[config.mk]
export PLATFORM = sky130hd
export DESIGN_NAME = uss_shift_storage
export DESIGN_NICKNAME = d
export VERILOG_FILES = /design/src/rtl/uss_pkg.sv /design/src/rtl/uss_fifo.sv /design/src/rtl/uss_shift_storage.sv
export SDC_FILE = /design/constraint.sdc
export NUM_CORES = 1
export LEC_CHECK = 0
export ABC_AREA = 1
export BUFFER_PORTS_ARGS = -buffer_cell sky130_fd_sc_hd__buf_4
export CAP_MARGIN = 30
export CORE_MARGIN = 2
export CORE_UTILIZATION = 61
export DETAILED_ROUTE_END_ITERATION = 6
export MAX_ROUTING_LAYER = met4
export PLACE_DENSITY_LB_ADDON = 0.15
export SLEW_MARGIN = 20
export SYNTH_ARGS = -nofsm -noshare
export SYNTH_HDL_FRONTEND = slang
export SYNTH_HIERARCHICAL = 1
export SYNTH_SLANG_ARGS = --single-unit
[constraint.sdc]
create_clock -name aclk -period 3.9 [get_ports aclk]
set_input_delay 0.78 -clock aclk [delete_from_list [all_inputs] [get_ports aclk]]
set_output_delay 0.78 -clock aclk [all_outputs]
set_load 0.1 [all_outputs]
[src/rtl/uss_pkg.sv]
// Purpose: shared constants and types of the universal shift/storage register block
// Assumes: AXI4-Lite register access with 32-bit data and byte addressing
// Notes:   mode select codes are {mode_select_high, mode_select_low}

package uss_pkg;

   localparam int          USS_STAGES      = 8;
   localparam int          USS_FIFO_DEPTH  = 4;
   localparam int          USS_AXI_AW      = 8;
   localparam int          USS_AXI_DW      = 32;
   localparam int          USS_CNT_W       = 16;

   // register byte offsets
   localparam logic [7:0]  USS_OFF_CTRL    = 8'h00;
   localparam logic [7:0]  USS_OFF_CMD     = 8'h04;
   localparam logic [7:0]  USS_OFF_STATUS  = 8'h08;
   localparam logic [7:0]  USS_OFF_EDGES   = 8'h0C;
   localparam logic [7:0]  USS_OFF_CMDS    = 8'h10;

   // control fields
   localparam int          USS_CTRL_RUN    = 0;

   // command fields
   localparam int          USS_CMD_MODE_LO = 0;
   localparam int          USS_CMD_RSI     = 2;
   localparam int          USS_CMD_LSI     = 3;
   localparam int          USS_CMD_DATA_LO = 8;

   // status fields
   localparam int          USS_ST_STAGE_LO = 0;
   localparam int          USS_ST_EMPTY    = 8;
   localparam int          USS_ST_FULL     = 9;
   localparam int          USS_ST_FIRST    = 10;
   localparam int          USS_ST_LAST     = 11;
   localparam int          USS_ST_SEL_LO   = 12;
   localparam int          USS_ST_DRIVE    = 14;
   localparam int          USS_ST_CLEAR    = 15;

   localparam logic [1:0]  USS_RESP_OKAY   = 2'h0;
   localparam logic [1:0]  USS_RESP_SLVERR = 2'h2;

   // mode select codes {high, low}
   localparam logic [1:0]  USS_SEL_HOLD    = 2'h0;
   localparam logic [1:0]  USS_SEL_SHR     = 2'h1;
   localparam logic [1:0]  USS_SEL_SHL     = 2'h2;
   localparam logic [1:0]  USS_SEL_LOAD    = 2'h3;

   localparam logic [7:0]  USS_STAGES_RST  = 8'h00;

   typedef enum logic [1:0] {
      uss_op_hold,
      uss_op_shr,
      uss_op_shl,
      uss_op_load
   } uss_op_t;

   typedef struct packed {
      logic       clk;
      logic       sel_hi;
      logic       sel_lo;
      logic       rsi;
      logic       lsi;
      logic       clr_n;
      logic       en_a_n;
      logic       en_b_n;
      logic [7:0] data;
   } uss_pins_t;

   localparam uss_pins_t USS_PINS_IDLE = '{clk: 1'b0, sel_hi: 1'b0, sel_lo: 1'b0,
                                           rsi: 1'b0, lsi: 1'b0, clr_n: 1'b1,
                                           en_a_n: 1'b1, en_b_n: 1'b1, data: 8'h00};

   typedef struct packed {
      logic [7:0] data;
      logic       lsi;
      logic       rsi;
      logic [1:0] sel;
   } uss_cmd_t;

endpackage

[src/rtl/uss_fifo.sv]
// Purpose: small command FIFO with valid/ready on both sides
// Assumes: single clock, synchronous active-low reset
// Notes:   storage is flops; depth need not be a power of two

`timescale 1ns/1ns
`default_nettype none

module uss_fifo #(
   parameter int WIDTH = 12,
   parameter int DEPTH = 4
) (
   input  wire logic             aclk,
   input  wire logic             aresetn,
   input  wire logic             in_valid,
   output logic                  in_ready,
   input  wire logic [WIDTH-1:0] in_data,
   output logic                  out_valid,
   input  wire logic             out_ready,
   output logic      [WIDTH-1:0] out_data
);

   localparam int PW = (DEPTH > 1) ? $clog2(DEPTH) : 1;
   localparam int CW = $clog2(DEPTH + 1);

   logic [WIDTH-1:0] mem_q [DEPTH];
   logic [PW-1:0]    wr_ptr_q;
   logic [PW-1:0]    rd_ptr_q;
   logic [CW-1:0]    count_q;
   logic             push;
   logic             pop;

   function automatic logic [PW-1:0] next_ptr(input logic [PW-1:0] p);
      return (p == PW'(DEPTH - 1)) ? '0 : p + PW'(1);
   endfunction

   assign in_ready  = (count_q != CW'(DEPTH));
   assign out_valid = (count_q != '0);
   assign out_data  = mem_q[rd_ptr_q];
   assign push      = in_valid & in_ready;
   assign pop       = out_valid & out_ready;

   always_ff @(posedge aclk) begin
      if (push) begin
         mem_q[wr_ptr_q] <= in_data;
      end
   end

   always_ff @(posedge aclk) begin
      if (!aresetn) begin
         wr_ptr_q <= '0;
         rd_ptr_q <= '0;
      end else begin
         if (push) begin
            wr_ptr_q <= next_ptr(wr_ptr_q);
         end
         if (pop) begin
            rd_ptr_q <= next_ptr(rd_ptr_q);
         end
      end
   end

   always_ff @(posedge aclk) begin
      if (!aresetn) begin
         count_q <= '0;
      end else if (push && !pop) begin
         count_q <= count_q + CW'(1);
      end else if (pop && !push) begin
         count_q <= count_q - CW'(1);
      end
   end

endmodule

`default_nettype wire

[src/rtl/uss_shift_storage.sv]
// Purpose: eight-stage universal shift/storage register with shared parallel pins
// Assumes: all pin inputs are asynchronous to aclk and are synchronised here
// Notes:   software may also queue operations through a command FIFO over AXI4-Lite
//
// How it works
// - eight D-type stages numbered 0 to 7 hold the state
// - master clear low zeroes all stages, overriding selects and clock
// - other state changes happen only on a rising edge of the shift clock or when a queued command is popped
// - selects: 11 load, 01 shift right, 10 shift left, 00 hold
// - shift right: stage 0 takes right serial input, stage n moves to n+1
// - shift left: stage 7 takes left serial input, stage n moves to n-1
// - parallel load: each stage n captures parallel pin n
// - each stage drives its own parallel pin while drivers are enabled
// - either active-low output enable high releases all parallel pins
// - disabled drivers do not affect shift, hold, load or clear
// - both selects high disable parallel drivers regardless of enables
// - stages 0 and 7 appear on dedicated serial outputs for chaining

`timescale 1ns/1ns
`default_nettype none

module uss_shift_storage
   import uss_pkg::*;
#(
   parameter int FIFO_DEPTH = USS_FIFO_DEPTH
) (
   input  wire logic                  aclk,
   input  wire logic                  aresetn,
   // AXI4-Lite slave
   input  wire logic [USS_AXI_AW-1:0] s_axi_awaddr,
   input  wire logic [2:0]            s_axi_awprot,
   input  wire logic                  s_axi_awvalid,
   output logic                       s_axi_awready,
   input  wire logic [USS_AXI_DW-1:0] s_axi_wdata,
   input  wire logic [3:0]            s_axi_wstrb,
   input  wire logic                  s_axi_wvalid,
   output logic                       s_axi_wready,
   output logic      [1:0]            s_axi_bresp,
   output logic                       s_axi_bvalid,
   input  wire logic                  s_axi_bready,
   input  wire logic [USS_AXI_AW-1:0] s_axi_araddr,
   input  wire logic [2:0]            s_axi_arprot,
   input  wire logic                  s_axi_arvalid,
   output logic                       s_axi_arready,
   output logic      [USS_AXI_DW-1:0] s_axi_rdata,
   output logic      [1:0]            s_axi_rresp,
   output logic                       s_axi_rvalid,
   input  wire logic                  s_axi_rready,
   // device pins
   input  wire logic                  shift_clock,
   input  wire logic                  mode_select_low,
   input  wire logic                  mode_select_high,
   input  wire logic                  right_shift_serial_in,
   input  wire logic                  left_shift_serial_in,
   input  wire logic                  master_clear_n,
   input  wire logic                  parallel_drive_enable_a_n,
   input  wire logic                  parallel_drive_enable_b_n,
   input  wire logic [USS_STAGES-1:0] parallel_bidir_pins_i,
   output logic      [USS_STAGES-1:0] parallel_bidir_pins_o,
   output logic      [USS_STAGES-1:0] parallel_bidir_pins_oe,
   output logic                       first_stage_serial_out,
   output logic                       last_stage_serial_out
);

   uss_pins_t             pins_raw;
   uss_pins_t             sync1_q;
   uss_pins_t             sync2_q;
   logic                  clk_prev_q;
   logic                  pin_edge;
   logic                  clearing;
   uss_op_t               pin_op;
   uss_op_t               cmd_op;
   logic [USS_STAGES-1:0] stages_q;
   logic                  drive;

   logic                  run_q;
   logic [USS_CNT_W-1:0]  edge_cnt_q;
   logic [USS_CNT_W-1:0]  cmd_cnt_q;

   uss_cmd_t              cmd_in;
   uss_cmd_t              cmd_head;
   logic                  fifo_in_valid;
   logic                  fifo_in_ready;
   logic                  fifo_out_valid;
   logic                  cmd_pop;

   logic                  aw_have_q;
   logic [USS_AXI_AW-1:0] aw_addr_q;
   logic                  w_have_q;
   logic [USS_AXI_DW-1:0] w_data_q;
   logic [3:0]            w_strb_q;
   logic                  bvalid_q;
   logic [1:0]            bresp_q;
   logic                  wr_pend;
   logic                  wr_is_cmd;
   logic                  wr_go;
   logic                  rvalid_q;
   logic [USS_AXI_DW-1:0] rdata_q;
   logic [1:0]            rresp_q;
   logic [USS_AXI_DW-1:0] rd_word;
   logic                  rd_hit;

   function automatic uss_op_t decode_op(input logic [1:0] sel);
      uss_op_t op;
      op = uss_op_hold;
      unique case (sel)
         USS_SEL_HOLD: op = uss_op_hold;
         USS_SEL_SHR:  op = uss_op_shr;
         USS_SEL_SHL:  op = uss_op_shl;
         USS_SEL_LOAD: op = uss_op_load;
      endcase
      return op;
   endfunction

   // one step of the register; shared by the pin path and the command path
   function automatic logic [USS_STAGES-1:0] next_stages(
      input uss_op_t               op,
      input logic [USS_STAGES-1:0] cur,
      input logic                  rsi,
      input logic                  lsi,
      input logic [USS_STAGES-1:0] par
   );
      logic [USS_STAGES-1:0] nxt;
      nxt = cur;
      unique case (op)
         uss_op_hold: nxt = cur;
         uss_op_shr:  nxt = {cur[USS_STAGES-2:0], rsi};
         uss_op_shl:  nxt = {lsi, cur[USS_STAGES-1:1]};
         uss_op_load: nxt = par;
      endcase
      return nxt;
   endfunction

   function automatic logic is_reg(input logic [USS_AXI_AW-1:0] addr,
                                   input logic [7:0]            off);
      return addr[USS_AXI_AW-1:2] == off[USS_AXI_AW-1:2];
   endfunction

   // pin synchroniser; costs two aclk of latency against the pins
   assign pins_raw = '{clk:    shift_clock,
                       sel_hi: mode_select_high,
                       sel_lo: mode_select_low,
                       rsi:    right_shift_serial_in,
                       lsi:    left_shift_serial_in,
                       clr_n:  master_clear_n,
                       en_a_n: parallel_drive_enable_a_n,
                       en_b_n: parallel_drive_enable_b_n,
                       data:   parallel_bidir_pins_i};

   always_ff @(posedge aclk) begin
      if (!aresetn) begin
         sync1_q <= USS_PINS_IDLE;
         sync2_q <= USS_PINS_IDLE;
      end else begin
         sync1_q <= pins_raw;
         sync2_q <= sync1_q;
      end
   end

   // data and selects travel with the clock, so they line up at the edge
   always_ff @(posedge aclk) begin
      if (!aresetn) begin
         clk_prev_q <= 1'b0;
      end else begin
         clk_prev_q <= sync2_q.clk;
      end
   end

   assign pin_edge = sync2_q.clk & ~clk_prev_q;
   assign clearing = ~sync2_q.clr_n;
   assign pin_op   = decode_op({sync2_q.sel_hi, sync2_q.sel_lo});
   assign cmd_op   = decode_op(cmd_head.sel);

   // queued commands yield to a pin edge and wait out a clear
   assign cmd_pop  = fifo_out_valid & run_q & ~pin_edge & ~clearing;

   always_ff @(posedge aclk) begin
      if (!aresetn) begin
         stages_q <= USS_STAGES_RST;
      end else if (clearing) begin
         stages_q <= USS_STAGES_RST;
      end else if (pin_edge) begin
         stages_q <= next_stages(pin_op, stages_q, sync2_q.rsi,
                                 sync2_q.lsi, sync2_q.data);
      end else if (cmd_pop) begin
         stages_q <= next_stages(cmd_op, stages_q, cmd_head.rsi,
                                 cmd_head.lsi, cmd_head.data);
      end
   end

   // drivers never feed back into the stage logic, so disabling is harmless
   assign drive = ~sync2_q.en_a_n & ~sync2_q.en_b_n
                & (pin_op != uss_op_load);

   assign parallel_bidir_pins_o  = stages_q;
   assign parallel_bidir_pins_oe = {USS_STAGES{drive}};
   assign first_stage_serial_out = stages_q[0];
   assign last_stage_serial_out  = stages_q[USS_STAGES-1];

   // activity counters; saturate so a long run never wraps silently
   always_ff @(posedge aclk) begin
      if (!aresetn) begin
         edge_cnt_q <= '0;
      end else if (wr_go && is_reg(aw_addr_q, USS_OFF_EDGES)) begin
         edge_cnt_q <= '0;
      end else if (pin_edge && !clearing && (edge_cnt_q != '1)) begin
         edge_cnt_q <= edge_cnt_q + USS_CNT_W'(1);
      end
   end

   always_ff @(posedge aclk) begin
      if (!aresetn) begin
         cmd_cnt_q <= '0;
      end else if (wr_go && is_reg(aw_addr_q, USS_OFF_CMDS)) begin
         cmd_cnt_q <= '0;
      end else if (cmd_pop && (cmd_cnt_q != '1)) begin
         cmd_cnt_q <= cmd_cnt_q + USS_CNT_W'(1);
      end
   end

   // command FIFO; when full the write channel stalls until it drains
   assign cmd_in.sel  = s_strb_field(w_strb_q[0],
                                     w_data_q[USS_CMD_MODE_LO +: 2]);
   assign cmd_in.rsi  = w_strb_q[0] & w_data_q[USS_CMD_RSI];
   assign cmd_in.lsi  = w_strb_q[0] & w_data_q[USS_CMD_LSI];
   assign cmd_in.data = w_strb_q[1] ? w_data_q[USS_CMD_DATA_LO +: USS_STAGES]
                                    : USS_STAGES_RST;

   function automatic logic [1:0] s_strb_field(input logic lane, input logic [1:0] v);
      return lane ? v : USS_SEL_HOLD;
   endfunction

   uss_fifo #(
      .WIDTH ($bits(uss_cmd_t)),
      .DEPTH (FIFO_DEPTH)
   ) u_cmd_fifo (
      .aclk      (aclk),
      .aresetn   (aresetn),
      .in_valid  (fifo_in_valid),
      .in_ready  (fifo_in_ready),
      .in_data   (cmd_in),
      .out_valid (fifo_out_valid),
      .out_ready (cmd_pop),
      .out_data  (cmd_head)
   );

   // AXI4-Lite write: address and data are caught independently
   assign s_axi_awready = ~aw_have_q;
   assign s_axi_wready  = ~w_have_q;
   assign wr_pend       = aw_have_q & w_have_q & ~bvalid_q;
   assign wr_is_cmd     = is_reg(aw_addr_q, USS_OFF_CMD);
   assign fifo_in_valid = wr_pend & wr_is_cmd;
   assign wr_go         = wr_pend & (~wr_is_cmd | fifo_in_ready);

   always_ff @(posedge aclk) begin
      if (!aresetn) begin
         aw_have_q <= 1'b0;
         aw_addr_q <= '0;
      end else if (s_axi_awvalid && !aw_have_q) begin
         aw_have_q <= 1'b1;
         aw_addr_q <= s_axi_awaddr;
      end else if (wr_go) begin
         aw_have_q <= 1'b0;
      end
   end

   always_ff @(posedge aclk) begin
      if (!aresetn) begin
         w_have_q <= 1'b0;
         w_data_q <= '0;
         w_strb_q <= '0;
      end else if (s_axi_wvalid && !w_have_q) begin
         w_have_q <= 1'b1;
         w_data_q <= s_axi_wdata;
         w_strb_q <= s_axi_wstrb;
      end else if (wr_go) begin
         w_have_q <= 1'b0;
      end
   end

   always_ff @(posedge aclk) begin
      if (!aresetn) begin
         bvalid_q <= 1'b0;
         bresp_q  <= USS_RESP_OKAY;
      end else if (wr_go) begin
         bvalid_q <= 1'b1;
         bresp_q  <= (is_reg(aw_addr_q, USS_OFF_CTRL)   || wr_is_cmd ||
                      is_reg(aw_addr_q, USS_OFF_STATUS) ||
                      is_reg(aw_addr_q, USS_OFF_EDGES)  ||
                      is_reg(aw_addr_q, USS_OFF_CMDS)) ? USS_RESP_OKAY : USS_RESP_SLVERR;
      end else if (s_axi_bready) begin
         bvalid_q <= 1'b0;
      end
   end

   always_ff @(posedge aclk) begin
      if (!aresetn) begin
         run_q <= 1'b0;
      end else if (wr_go && is_reg(aw_addr_q, USS_OFF_CTRL) && w_strb_q[0]) begin
         run_q <= w_data_q[USS_CTRL_RUN];
      end
   end

   assign s_axi_bvalid = bvalid_q;
   assign s_axi_bresp  = bresp_q;

   // AXI4-Lite read
   always_comb begin
      rd_word = '0;
      rd_hit  = 1'b1;
      if (is_reg(s_axi_araddr, USS_OFF_CTRL)) begin
         rd_word[USS_CTRL_RUN] = run_q;
      end else if (is_reg(s_axi_araddr, USS_OFF_CMD)) begin
         rd_word = '0;
      end else if (is_reg(s_axi_araddr, USS_OFF_STATUS)) begin
         rd_word[USS_ST_STAGE_LO +: USS_STAGES] = stages_q;
         rd_word[USS_ST_EMPTY]                  = ~fifo_out_valid;
         rd_word[USS_ST_FULL]                   = ~fifo_in_ready;
         rd_word[USS_ST_FIRST]                  = stages_q[0];
         rd_word[USS_ST_LAST]                   = stages_q[USS_STAGES-1];
         rd_word[USS_ST_SEL_LO +: 2]            = {sync2_q.sel_hi, sync2_q.sel_lo};
         rd_word[USS_ST_DRIVE]                  = drive;
         rd_word[USS_ST_CLEAR]                  = clearing;
      end else if (is_reg(s_axi_araddr, USS_OFF_EDGES)) begin
         rd_word[USS_CNT_W-1:0] = edge_cnt_q;
      end else if (is_reg(s_axi_araddr, USS_OFF_CMDS)) begin
         rd_word[USS_CNT_W-1:0] = cmd_cnt_q;
      end else begin
         rd_hit = 1'b0;
      end
   end

   assign s_axi_arready = ~rvalid_q;

   always_ff @(posedge aclk) begin
      if (!aresetn) begin
         rvalid_q <= 1'b0;
         rdata_q  <= '0;
         rresp_q  <= USS_RESP_OKAY;
      end else if (s_axi_arvalid && !rvalid_q) begin
         rvalid_q <= 1'b1;
         rdata_q  <= rd_word;
         rresp_q  <= rd_hit ? USS_RESP_OKAY : USS_RESP_SLVERR;
      end else if (s_axi_rready) begin
         rvalid_q <= 1'b0;
      end
   end

   assign s_axi_rvalid = rvalid_q;
   assign s_axi_rdata  = rdata_q;
   assign s_axi_rresp  = rresp_q;

endmodule

`default_nettype wire

======== Word level (Yosys, flattened, before mapping) ========
Memories as Yosys holds them, arrays and structs flattened. A register that Yosys moved wholly into a read port is not among the register bits.
Index checks and enable logic that the tools add are counted.
cells by class
  eq/ne operators ......................... 28
  $lt $le $gt $ge ......................... 0
  shift operators ......................... 0
  bitwise gates (word level) .............. 28
  divide/modulo/power cells ............... 0
  multipliers ............................. 0
  multiplexer cells ....................... 36
  reductions and logical operators ........ 38
  add/subtract/negate cells ............... 6
operators with widths
  operator                 count
  $mux W16                 4
  $pmux W8 S3              2
  $add A16 B1 Y16 const B  2
  $ne A16 B16 Y1 const B   2
  $eq A6 B2 Y1 const B     4
  $mux W8                  3
  $eq A2 B2 Y1 const B     10
  $pmux W2 S4              2
  $mux W1                  15
  $mux W15                 1
  $and A1 B1 Y1            14
  $mux W2                  7
  $not A1 Y1               13
  $eq A6 B1 Y1 const B     2
  $eq A6 B3 Y1 const B     2
  $logic_and A1 B1 Y1      12
  $logic_not A6 Y1         2
  $reduce_bool A2 Y1       6
  $eq A2 B1 Y1 const B     4
  $logic_not A2 Y1         4
  $mux W3                  2
  $ne A2 B2 Y1 const B     3
  $logic_not A1 Y1         5
  $add A2 B1 Y2 const B    2
  9 further kinds          13
storage, ports and cells
  input bits .............................. 81
  memory bits (writable) .................. 48
  logic and storage cells ................. 173
  latch bits .............................. 0
  memory bits (read-only) ................. 0
  memories kept ........................... 1
  bits in registers ....................... 147
  output and inout port bits .............. 59
memory list
  name              words  bits a word  rd ports  clocked after Yosys merged registers in  wr ports  RTL line        RTL
  u_cmd_fifo.mem_q  4      12           1         1                                        1         uss_fifo.sv:25  logic [WIDTH-1:0] mem_q [DEPTH];

======== Depth between registers and ports, before layout ========
Gate-level depths: netlist of run 1.
  word-level depth ........................ 9
  mapped depth ............................ 15
  mapped depth without buffers ............ 15

======== Cells and area by module ========
The synthesis of run 1 kept the hierarchy.
modules (own cells, without submodules)
  module             times used  area an instance (um2)  sequential area each (um2)  cells an instance
  uss_shift_storage  1           5,868.1                 2,322.2                     859
  uss_fifo           1           2,279.7                 1,621.6                     186

======== Worst setup path after synthesis of run 1 ========
OpenSTA, ideal clock, no wires.
  kind .................................... register to register
  from .................................... reg bvalid_q (netlist: s_axi_bvalid)
  to ...................................... reg u_cmd_fifo.count_q[1]
  stages on the path, launching flop included .. 10
  period minus slack after synthesis ...... 2.503 ns
  arrival time ............................ 2.387 ns
  library setup time ...................... 0.116 ns
  data required time ...................... 3.784 ns
  setup slack ............................. 1.397 ns
  buffers on the path ..................... 0
  cell sequence ........................... dfxtp_1 nor3_2 and3_1 nand2_2 inv_1 ha_1 inv_1 fa_1 o21ai_0 nor2_1
between the ends
  cells in the longest elaborated chain, start to end .. 7
  elaborated cells on any way between the ends .. 9
  those cells by class .................... mux: 1; bitwise: 4; reduce/logical: 4
RTL lines
  element                              RTL line                  RTL
  from (decl)                          uss_shift_storage.sv:92   logic bvalid_q;
  from (signal assigned)               uss_shift_storage.sv:283  bvalid_q <= 1'b0;
  from (signal assigned)               uss_shift_storage.sv:286  bvalid_q <= 1'b1;
  from (signal assigned)               uss_shift_storage.sv:292  bvalid_q <= 1'b0;
  $not A1 Y1 *                         uss_shift_storage.sv:250  assign wr_pend = aw_have_q & w_have_q & ~bvalid_q;
  $and A1 B1 Y1 *                      uss_shift_storage.sv:250
  $and A1 B1 Y1 *                      uss_shift_storage.sv:252  assign fifo_in_valid = wr_pend & wr_is_cmd;
  named net fifo_in_valid              uss_shift_storage.sv:82   logic fifo_in_valid;
  $and A1 B1 Y1 *                      uss_fifo.sv:39            assign push = in_valid & in_ready;
  named net u_cmd_fifo.push            uss_fifo.sv:29            logic push;
  $logic_not A1 Y1                     uss_fifo.sv:67            end else if (pop && !push) begin
  $logic_and A1 B1 Y1                  uss_fifo.sv:67
  $reduce_bool A2 Y1 (no source line)  n/a
  to (signal assigned)                 uss_fifo.sv:66            count_q <= count_q + CW'(1);
  to (signal assigned)                 uss_fifo.sv:68            count_q <= count_q - CW'(1);
  to (decl)                            uss_fifo.sv:28            logic [CW-1:0] count_q;
Mark *: on every way through the listed nets, which the timed path passes. The rest lies on a longest branch.
A chain may end at the register's enable or synchronous reset.

==> metrics.txt, run 1 <==
DIE HEIGHT 119.6 microns; Filler Cell Count about 1100; Hold Buf Count CTS 0; Commonest cells post-synth 264 x nand2_1, 125 x dfxtp_1, 121 x nor2_1; core area between 0.01 and 0.015 sq mm; largest net degree at the start of global routing 36; Syn Area/Cell 7.797 sq um; Area Overhead vs Synth 14.36%; fmax between 0.3 and 0.4 GHz; Critical Path Start Type flop; Max Cap Viol 0; pwr dens 408.2 mW/mm^2; status complete, no violations; Place WS 1.132 ns; Slew @ Worst Pin slightly below 0.9 ns; total wire length 18.57 mm; initial drt markers 532; largest stage delay on the critical path around 0.59 ns; Resized cells post-CTS 0; crit path max-delay cell type dfxtp_1; Post-DP HPWL 13.12 mm; Max IR drop VDD 0.3483 mV; clock slew at reported path FFs 0.06 ns; CP Capture Type flop; commonest register cell after synthesis dfxtp_1; total congestion overflow 0; Power, Total around 3.8 mW; crit path cell chain inv_2 > o21ai_0 > o22ai_1 > clkinv_1 > nor2_1 > nand2_1 > nand4_1 > nand3_1 > a21oi_1; Tmin final about 2.9 ns; critical path's top delay family simple AND/OR/NAND/NOR gates; largest area contributor in the netlist dfxtp_1; first-pass GRT wire length 30.43 mm; Root Driver clkbuf_16; vias in the first global route 6230; Post-route DRC 0; synth unique cells 41; io pins 140; final-stage net count 1207; Post-CTS Setup Inserts 0; most frequent cell after synthesis nand2_1; worst path bufs/invs 2; Worst Path Max Fanout 25; Fin Clk Skew 0.007770 ns; crit path kind reg -> reg; fraction of registers with async set or reset after synthesis 0%; ANT nets after route 0; share of cells above drive strength 1 15.04%; H-Tree Depth 4; post-layout instance count excluding filler cells 1306; placed cell count between 1000 and 1500; DR pass1 iterations 5; Tcrit/Tclk final 73.76%; setup TNS 0 ns; RSZ-0062 raised after global routing no; IO Port Bufs 89; initial antenna violation count 0; die extent in x 119.6 microns; CTS tree built; Antenna Cells 0; leakage power between 3 and 4 nW; cell row count 42; Clock Latency Late Sink 0.43 ns; via count between 6000 and 7000; total clock sinks ~170; Worst EP required 4.25 ns; top post-synthesis cells by area dfxtp_1 31%, edfxtp_1 18%, nand2_1 12%; number of flops mapped to enable cells by yosys 48; CTS max path bufs 2; CP arrival roughly 3.2 ns; Initial Util 62.02%; wire length per cell 14.22 microns; Placer Congestion 0.9189; die footprint 0.01430 sq mm; FF+latch count, synth 173; Final WS setup 1.023 ns; final-report max-slew violation count 0; sequential share of the synthesized area between 40% and 50%; Post-Synthesis Cells 1045; Synth Warn # 6; DR vias/cell 5.224; Hold Startpoint sync1_q[7]; Final Util 70.92%; max_slew headroom between 40% and 50%; Tot GR Track Use 27.69%; Synth top area share 30.71%; hold crit path type reg -> reg; TritonCTS Buffers 17; final setup vio count 0; Final Hold Violating Endpoints 0; Mapped Area 0.008148 sq mm
metal layers:
layer | up-vias | track usage (%) | part of all wire, %
met5 | - | - | 0
met4 | 0 | 7.868 | 1.6
met3 | 27 | 5.989 | 6.2
met2 | 226 | 41.61 | 45
met1 | 3082 | 38.19 | 47
li1 | 3488 | - | -
cell families after synthesis:
logic type,Yosys count,synth area share [%]
fa+ha+maj,9,1.474
other cells,1,0.04602
compound gates,150,10.32
flops,173,48.40
buf+inv,176,10.15
simple gates,517,27.56
xor+xnor,19,2.042
worst register-to-register path, stage by stage (launching register included):
cell and delay (ns):
dfxtp_1 0.59, inv_2 0.49, o21ai_0 0.15, o22ai_1 0.26, clkinv_1 0.32, nor2_1 0.55
nand2_1 0.11, nand4_1 0.10, nand3_1 0.09, a21oi_1 0.15
report_power, final:
part	total, mW	internal [mW]	switching [mW]	leakage, nW
registers	1.91	1.88	0.0239	1.47
clock network	1.58	0.928	0.647	0.270
logic	0.323	0.0791	0.244	2.24
layout by cell type, fill, tap and decap left out, types with 4 or more instances in the layout:
cell type,Yosys,final
a21oi_1,67,67
a21oi_2,12,12
buf_4,32,98
clkbuf_1,16,6
clkbuf_16,0,18
clkinv_2,0,5
conb_1,1,18
dfxtp_1,125,125
edfxtp_1,48,48
ha_1,8,8
inv_1,107,107
inv_2,4,4
nand2_1,264,264
nand2_2,6,6
nand3_1,58,58
nand4_1,37,37
nor2_1,121,121
nor2_2,6,6
nor2_4,4,4
o211ai_1,4,4
o21ai_0,35,35
o21ai_1,16,16
o22ai_1,12,12
or2_2,6,6
xnor2_1,4,4
xor2_1,15,15
worst paths after layout:
kind	cells after the start	endpoint	slack, ns
max	9	parallel_bidir_pins_o[6]	1.02
min	2	sync2_q[7]	0.41
max reg2reg	9	parallel_bidir_pins_o[6]	1.02
min reg2reg	2	sync2_q[7]	0.41
layout make-up:
class	instances	area, sq um	area share, %
Clock buffer	25	486.7	5.224
Clock inverter	7	62.56	0.6714
Inverter	114	427.9	4.592
Multi-Input combinational cell	713	3441	36.93
Sequential cell	173	3944	42.33
Tap cell	176	220.2	2.363
Timing Repair Buffer	98	735.7	7.896
flip-flops by register name (all words and copies together) (netlist names), 8 cells and up, named ones only:
register and cells:
u_cmd_fifo/mem_q 48, cmd_cnt_q 16, edge_cnt_q 16, s_axi_rdata 16, sync1_q 16, sync2_q 16, w_data_q 12, parallel_bidir_pins_o 8
metrics by stage:
step	area [sq um]	hold slack, ns
global placement	8761	0.3987
finish	9318	0.4141
detailed placement	8768	0.4011
global route	9318	0.4289
floorplan	8212	0.3905
CTS	9318	0.4149
(Power assumes the default switching activity.)
==> run 2, diff against run 1 <==
--- a/config.mk
+++ b/config.mk
@@ -9,7 +9,7 @@
 export BUFFER_PORTS_ARGS = -buffer_cell sky130_fd_sc_hd__buf_4
 export CAP_MARGIN = 30
 export CORE_MARGIN = 2
-export CORE_UTILIZATION = 61
+export CORE_UTILIZATION = 56
 export DETAILED_ROUTE_END_ITERATION = 6
 export MAX_ROUTING_LAYER = met4
 export PLACE_DENSITY_LB_ADDON = 0.15
==> constraint.sdc (replaced) <==
create_clock -name aclk -period 2.8 [get_ports aclk]
set_input_delay 0.56 -clock aclk [delete_from_list [all_inputs] [get_ports aclk]]
set_output_delay 0.56 -clock aclk [all_outputs]
set_load 0.1 [all_outputs]
==> metrics.txt, run 2 (synthesized netlist as in run 1, its figures left out) <==
CP Capture Type flop (unchanged); final-report max-slew violation count 0 (unchanged); Hold Buf Count CTS 0 (unchanged); met2 layer usage reported by global route 40.12% (was 41.61%); total congestion overflow 0 (unchanged); die footprint 0.01553 sq mm (was 0.01430 sq mm); Final WS setup 0.5568 ns (was 1.023 ns); share of cells above drive strength 1 16.09% (was 15.04%); Area after DPL 0.008831 sq mm (was 0.008768 sq mm); CTS max path bufs 2 (unchanged); cell area after layout 0.009470 sq mm (was 0.009318 sq mm); DR pass1 iterations 5 (unchanged); ANT nets after route 0 (unchanged); Final Util 65.91% (was 70.92%); Place WS 0.5631 ns (was 1.132 ns); largest stage delay on the critical path 0.37 ns (was 0.59 ns); crit path max-delay cell type fa_1 (was dfxtp_1); fmax 0.4458 GHz (was 0.3476 GHz); H-Tree Depth 4 (unchanged); Worst Path Max Fanout 7 (was 25); hold_ws 0.3040 ns (was 0.4141 ns); Power, Total 5.631 mW (was 3.803 mW); reg2reg start aw_addr_q[7]; Max Cap Viol 0 (unchanged); Max IR drop VDD 0.6110 mV (was 0.3483 mV); most frequent cells in the layout 264 x nand2_1, 125 x dfxtp_1, 121 x nor2_1 (unchanged); critical path's top delay family simple AND/OR/NAND/NOR gates (unchanged); Placer Congestion 0.9063 (was 0.9189); Slew @ Worst Pin 0.8488 ns (was 0.8671 ns); vias in the first global route 6480 (was 6230); DR vias/cell 5.298 (was 5.224); pwr dens 594.6 mW/mm^2 (was 408.2 mW/mm^2); Resized cells post-CTS 0 (unchanged); Critical Path Start Type flop (unchanged); hold depth 2 (unchanged); Crit Reg-Reg Endpoint u_cmd_fifo/count_q[2] (was parallel_bidir_pins_o[6]); status complete, no violations (unchanged); placed cell count 1289 (was 1274); worst path bufs/invs 3 (was 2); total wire length 19.41 mm (was 18.57 mm); DIE HEIGHT 124.6 microns (was 119.6 microns); RSZ-0062 raised after global routing no (unchanged); max FFs per register 48 (unchanged); met1 Use GR 36.36% (was 38.19%); initial antenna violation count 0 (unchanged); leakage power 4.049 nW (was 3.973 nW); Tcrit/Tclk final 80.11% (was 73.76%); GR peak layer met2 (unchanged); largest net degree at the start of global routing 35 (was 36); setup TNS 0 ns (unchanged); first-pass GRT wire length 32.01 mm (was 30.43 mm); commonest non-fill, non-tap cell in the layout nand2_1 (unchanged); met3 global-route usage 4.682% (was 5.989%); via count 6999 (was 6823); Clock Latency Late Sink 0.44 ns (was 0.43 ns); Final Hold Violating Endpoints 0 (unchanged); max_slew headroom 43.35% (was 42.11%); final setup vio count 0 (unchanged); Tmin final 2.243 ns (was 2.877 ns); CP arrival 2.62 ns (was 3.22 ns); crit path cell chain nor2_1 > nand3_1 > nor2_1 > and3_1 > nand2_2 > inv_1 > ha_1 > inv_1 > fa_1 > nand2_1 > nand3_1 > nand2_1 > inv_1 > nor2_1 (was inv_2 > o21ai_0 > o22ai_1 > clkinv_1 > nor2_1 > nand2_1 > nand4_1 > nand3_1 > a21oi_1); R2R setup slack 0.56 ns (was 1.02 ns); hold crit path type in -> reg (was reg -> reg); clock slew at reported path FFs 0.07 ns (was 0.06 ns); total clock sinks 173 (unchanged); wire length per cell 14.70 microns (was 14.22 microns); crit path kind reg -> reg (unchanged); die extent in x 124.6 microns (was 119.6 microns); IO Port Bufs 89 (unchanged); core area 0.01437 sq mm (was 0.01314 sq mm); Biggest register u_cmd_fifo/mem_q (unchanged); Fin Clk Skew 0.01164 ns (was 0.007770 ns); io pins 140 (unchanged); Tot GR Track Use 26.33% (was 27.69%); WP depth 14 (was 9); CTS tree built (unchanged); Worst Hold End sync1_q[10] (was sync2_q[7]); Worst EP required 3.17 ns (was 4.25 ns); TritonCTS Buffers 17 (unchanged); Post-DP HPWL 13.52 mm (was 13.12 mm); cell row count 44 (was 42); initial drt markers 676 (was 532); Antenna Cells 0 (unchanged); Hold Startpoint master_clear_n (was sync1_q[7]); Root Driver clkbuf_16 (unchanged); Area Overhead vs Synth 16.23% (was 14.36%); worst r2r path cells 14 (was 9); Post-CTS Setup Inserts 0 (unchanged); final-stage net count 1214 (was 1207); post-layout instance count excluding filler cells 1321 (was 1306); Initial Util 56.70% (was 62.02%); Post-route DRC 0 (unchanged)
## run 2: cell types whose count changed in the layout (fill, tap and decap cells not counted), sizes merged
cell,delta
buf,+7
bufinv,+2
clkbuf,-6
clkinv,-1
inv,+5
## run 2: worst max path at each step
stage            startpoint                     to
2_1_floorplan  s_axi_bvalid  u_cmd_fifo/count_q[1]
3_3_place_gp   aw_addr_q[7]  u_cmd_fifo/count_q[2]
3_5_place_dp   aw_addr_q[7]  u_cmd_fifo/count_q[2]
4_1_cts        aw_addr_q[7]  u_cmd_fifo/count_q[2]
5_1_grt        aw_addr_q[7]  u_cmd_fifo/count_q[2]
6_report       aw_addr_q[7]  u_cmd_fifo/count_q[2]
## run 2: report_power, final
| group | internal (mW) | total (mW) | switching (mW) |
|---|---|---|---|
| combinational | 0.112 | 0.456 | 0.343 |
| sequential | 2.62 | 2.65 | 0.0317 |
| clock | 1.50 | 2.53 | 1.02 |
## run 2: routing by layer
metal,wire (microns),part of all wire [%]
met5,0,0
met4,287,1.5
met3,1264,6.5
met2,8884,46
met1,8977,46
## run 2: final cells by class
class	count	area, sq um
timing repair buffer	105	788.3
fill	1257	4898
clock buffer	19	464.2
inverter	114	427.9
tap	184	230.2
sequential	173	3944
clock inverter	13	175.2
multi-input combinational	713	3441
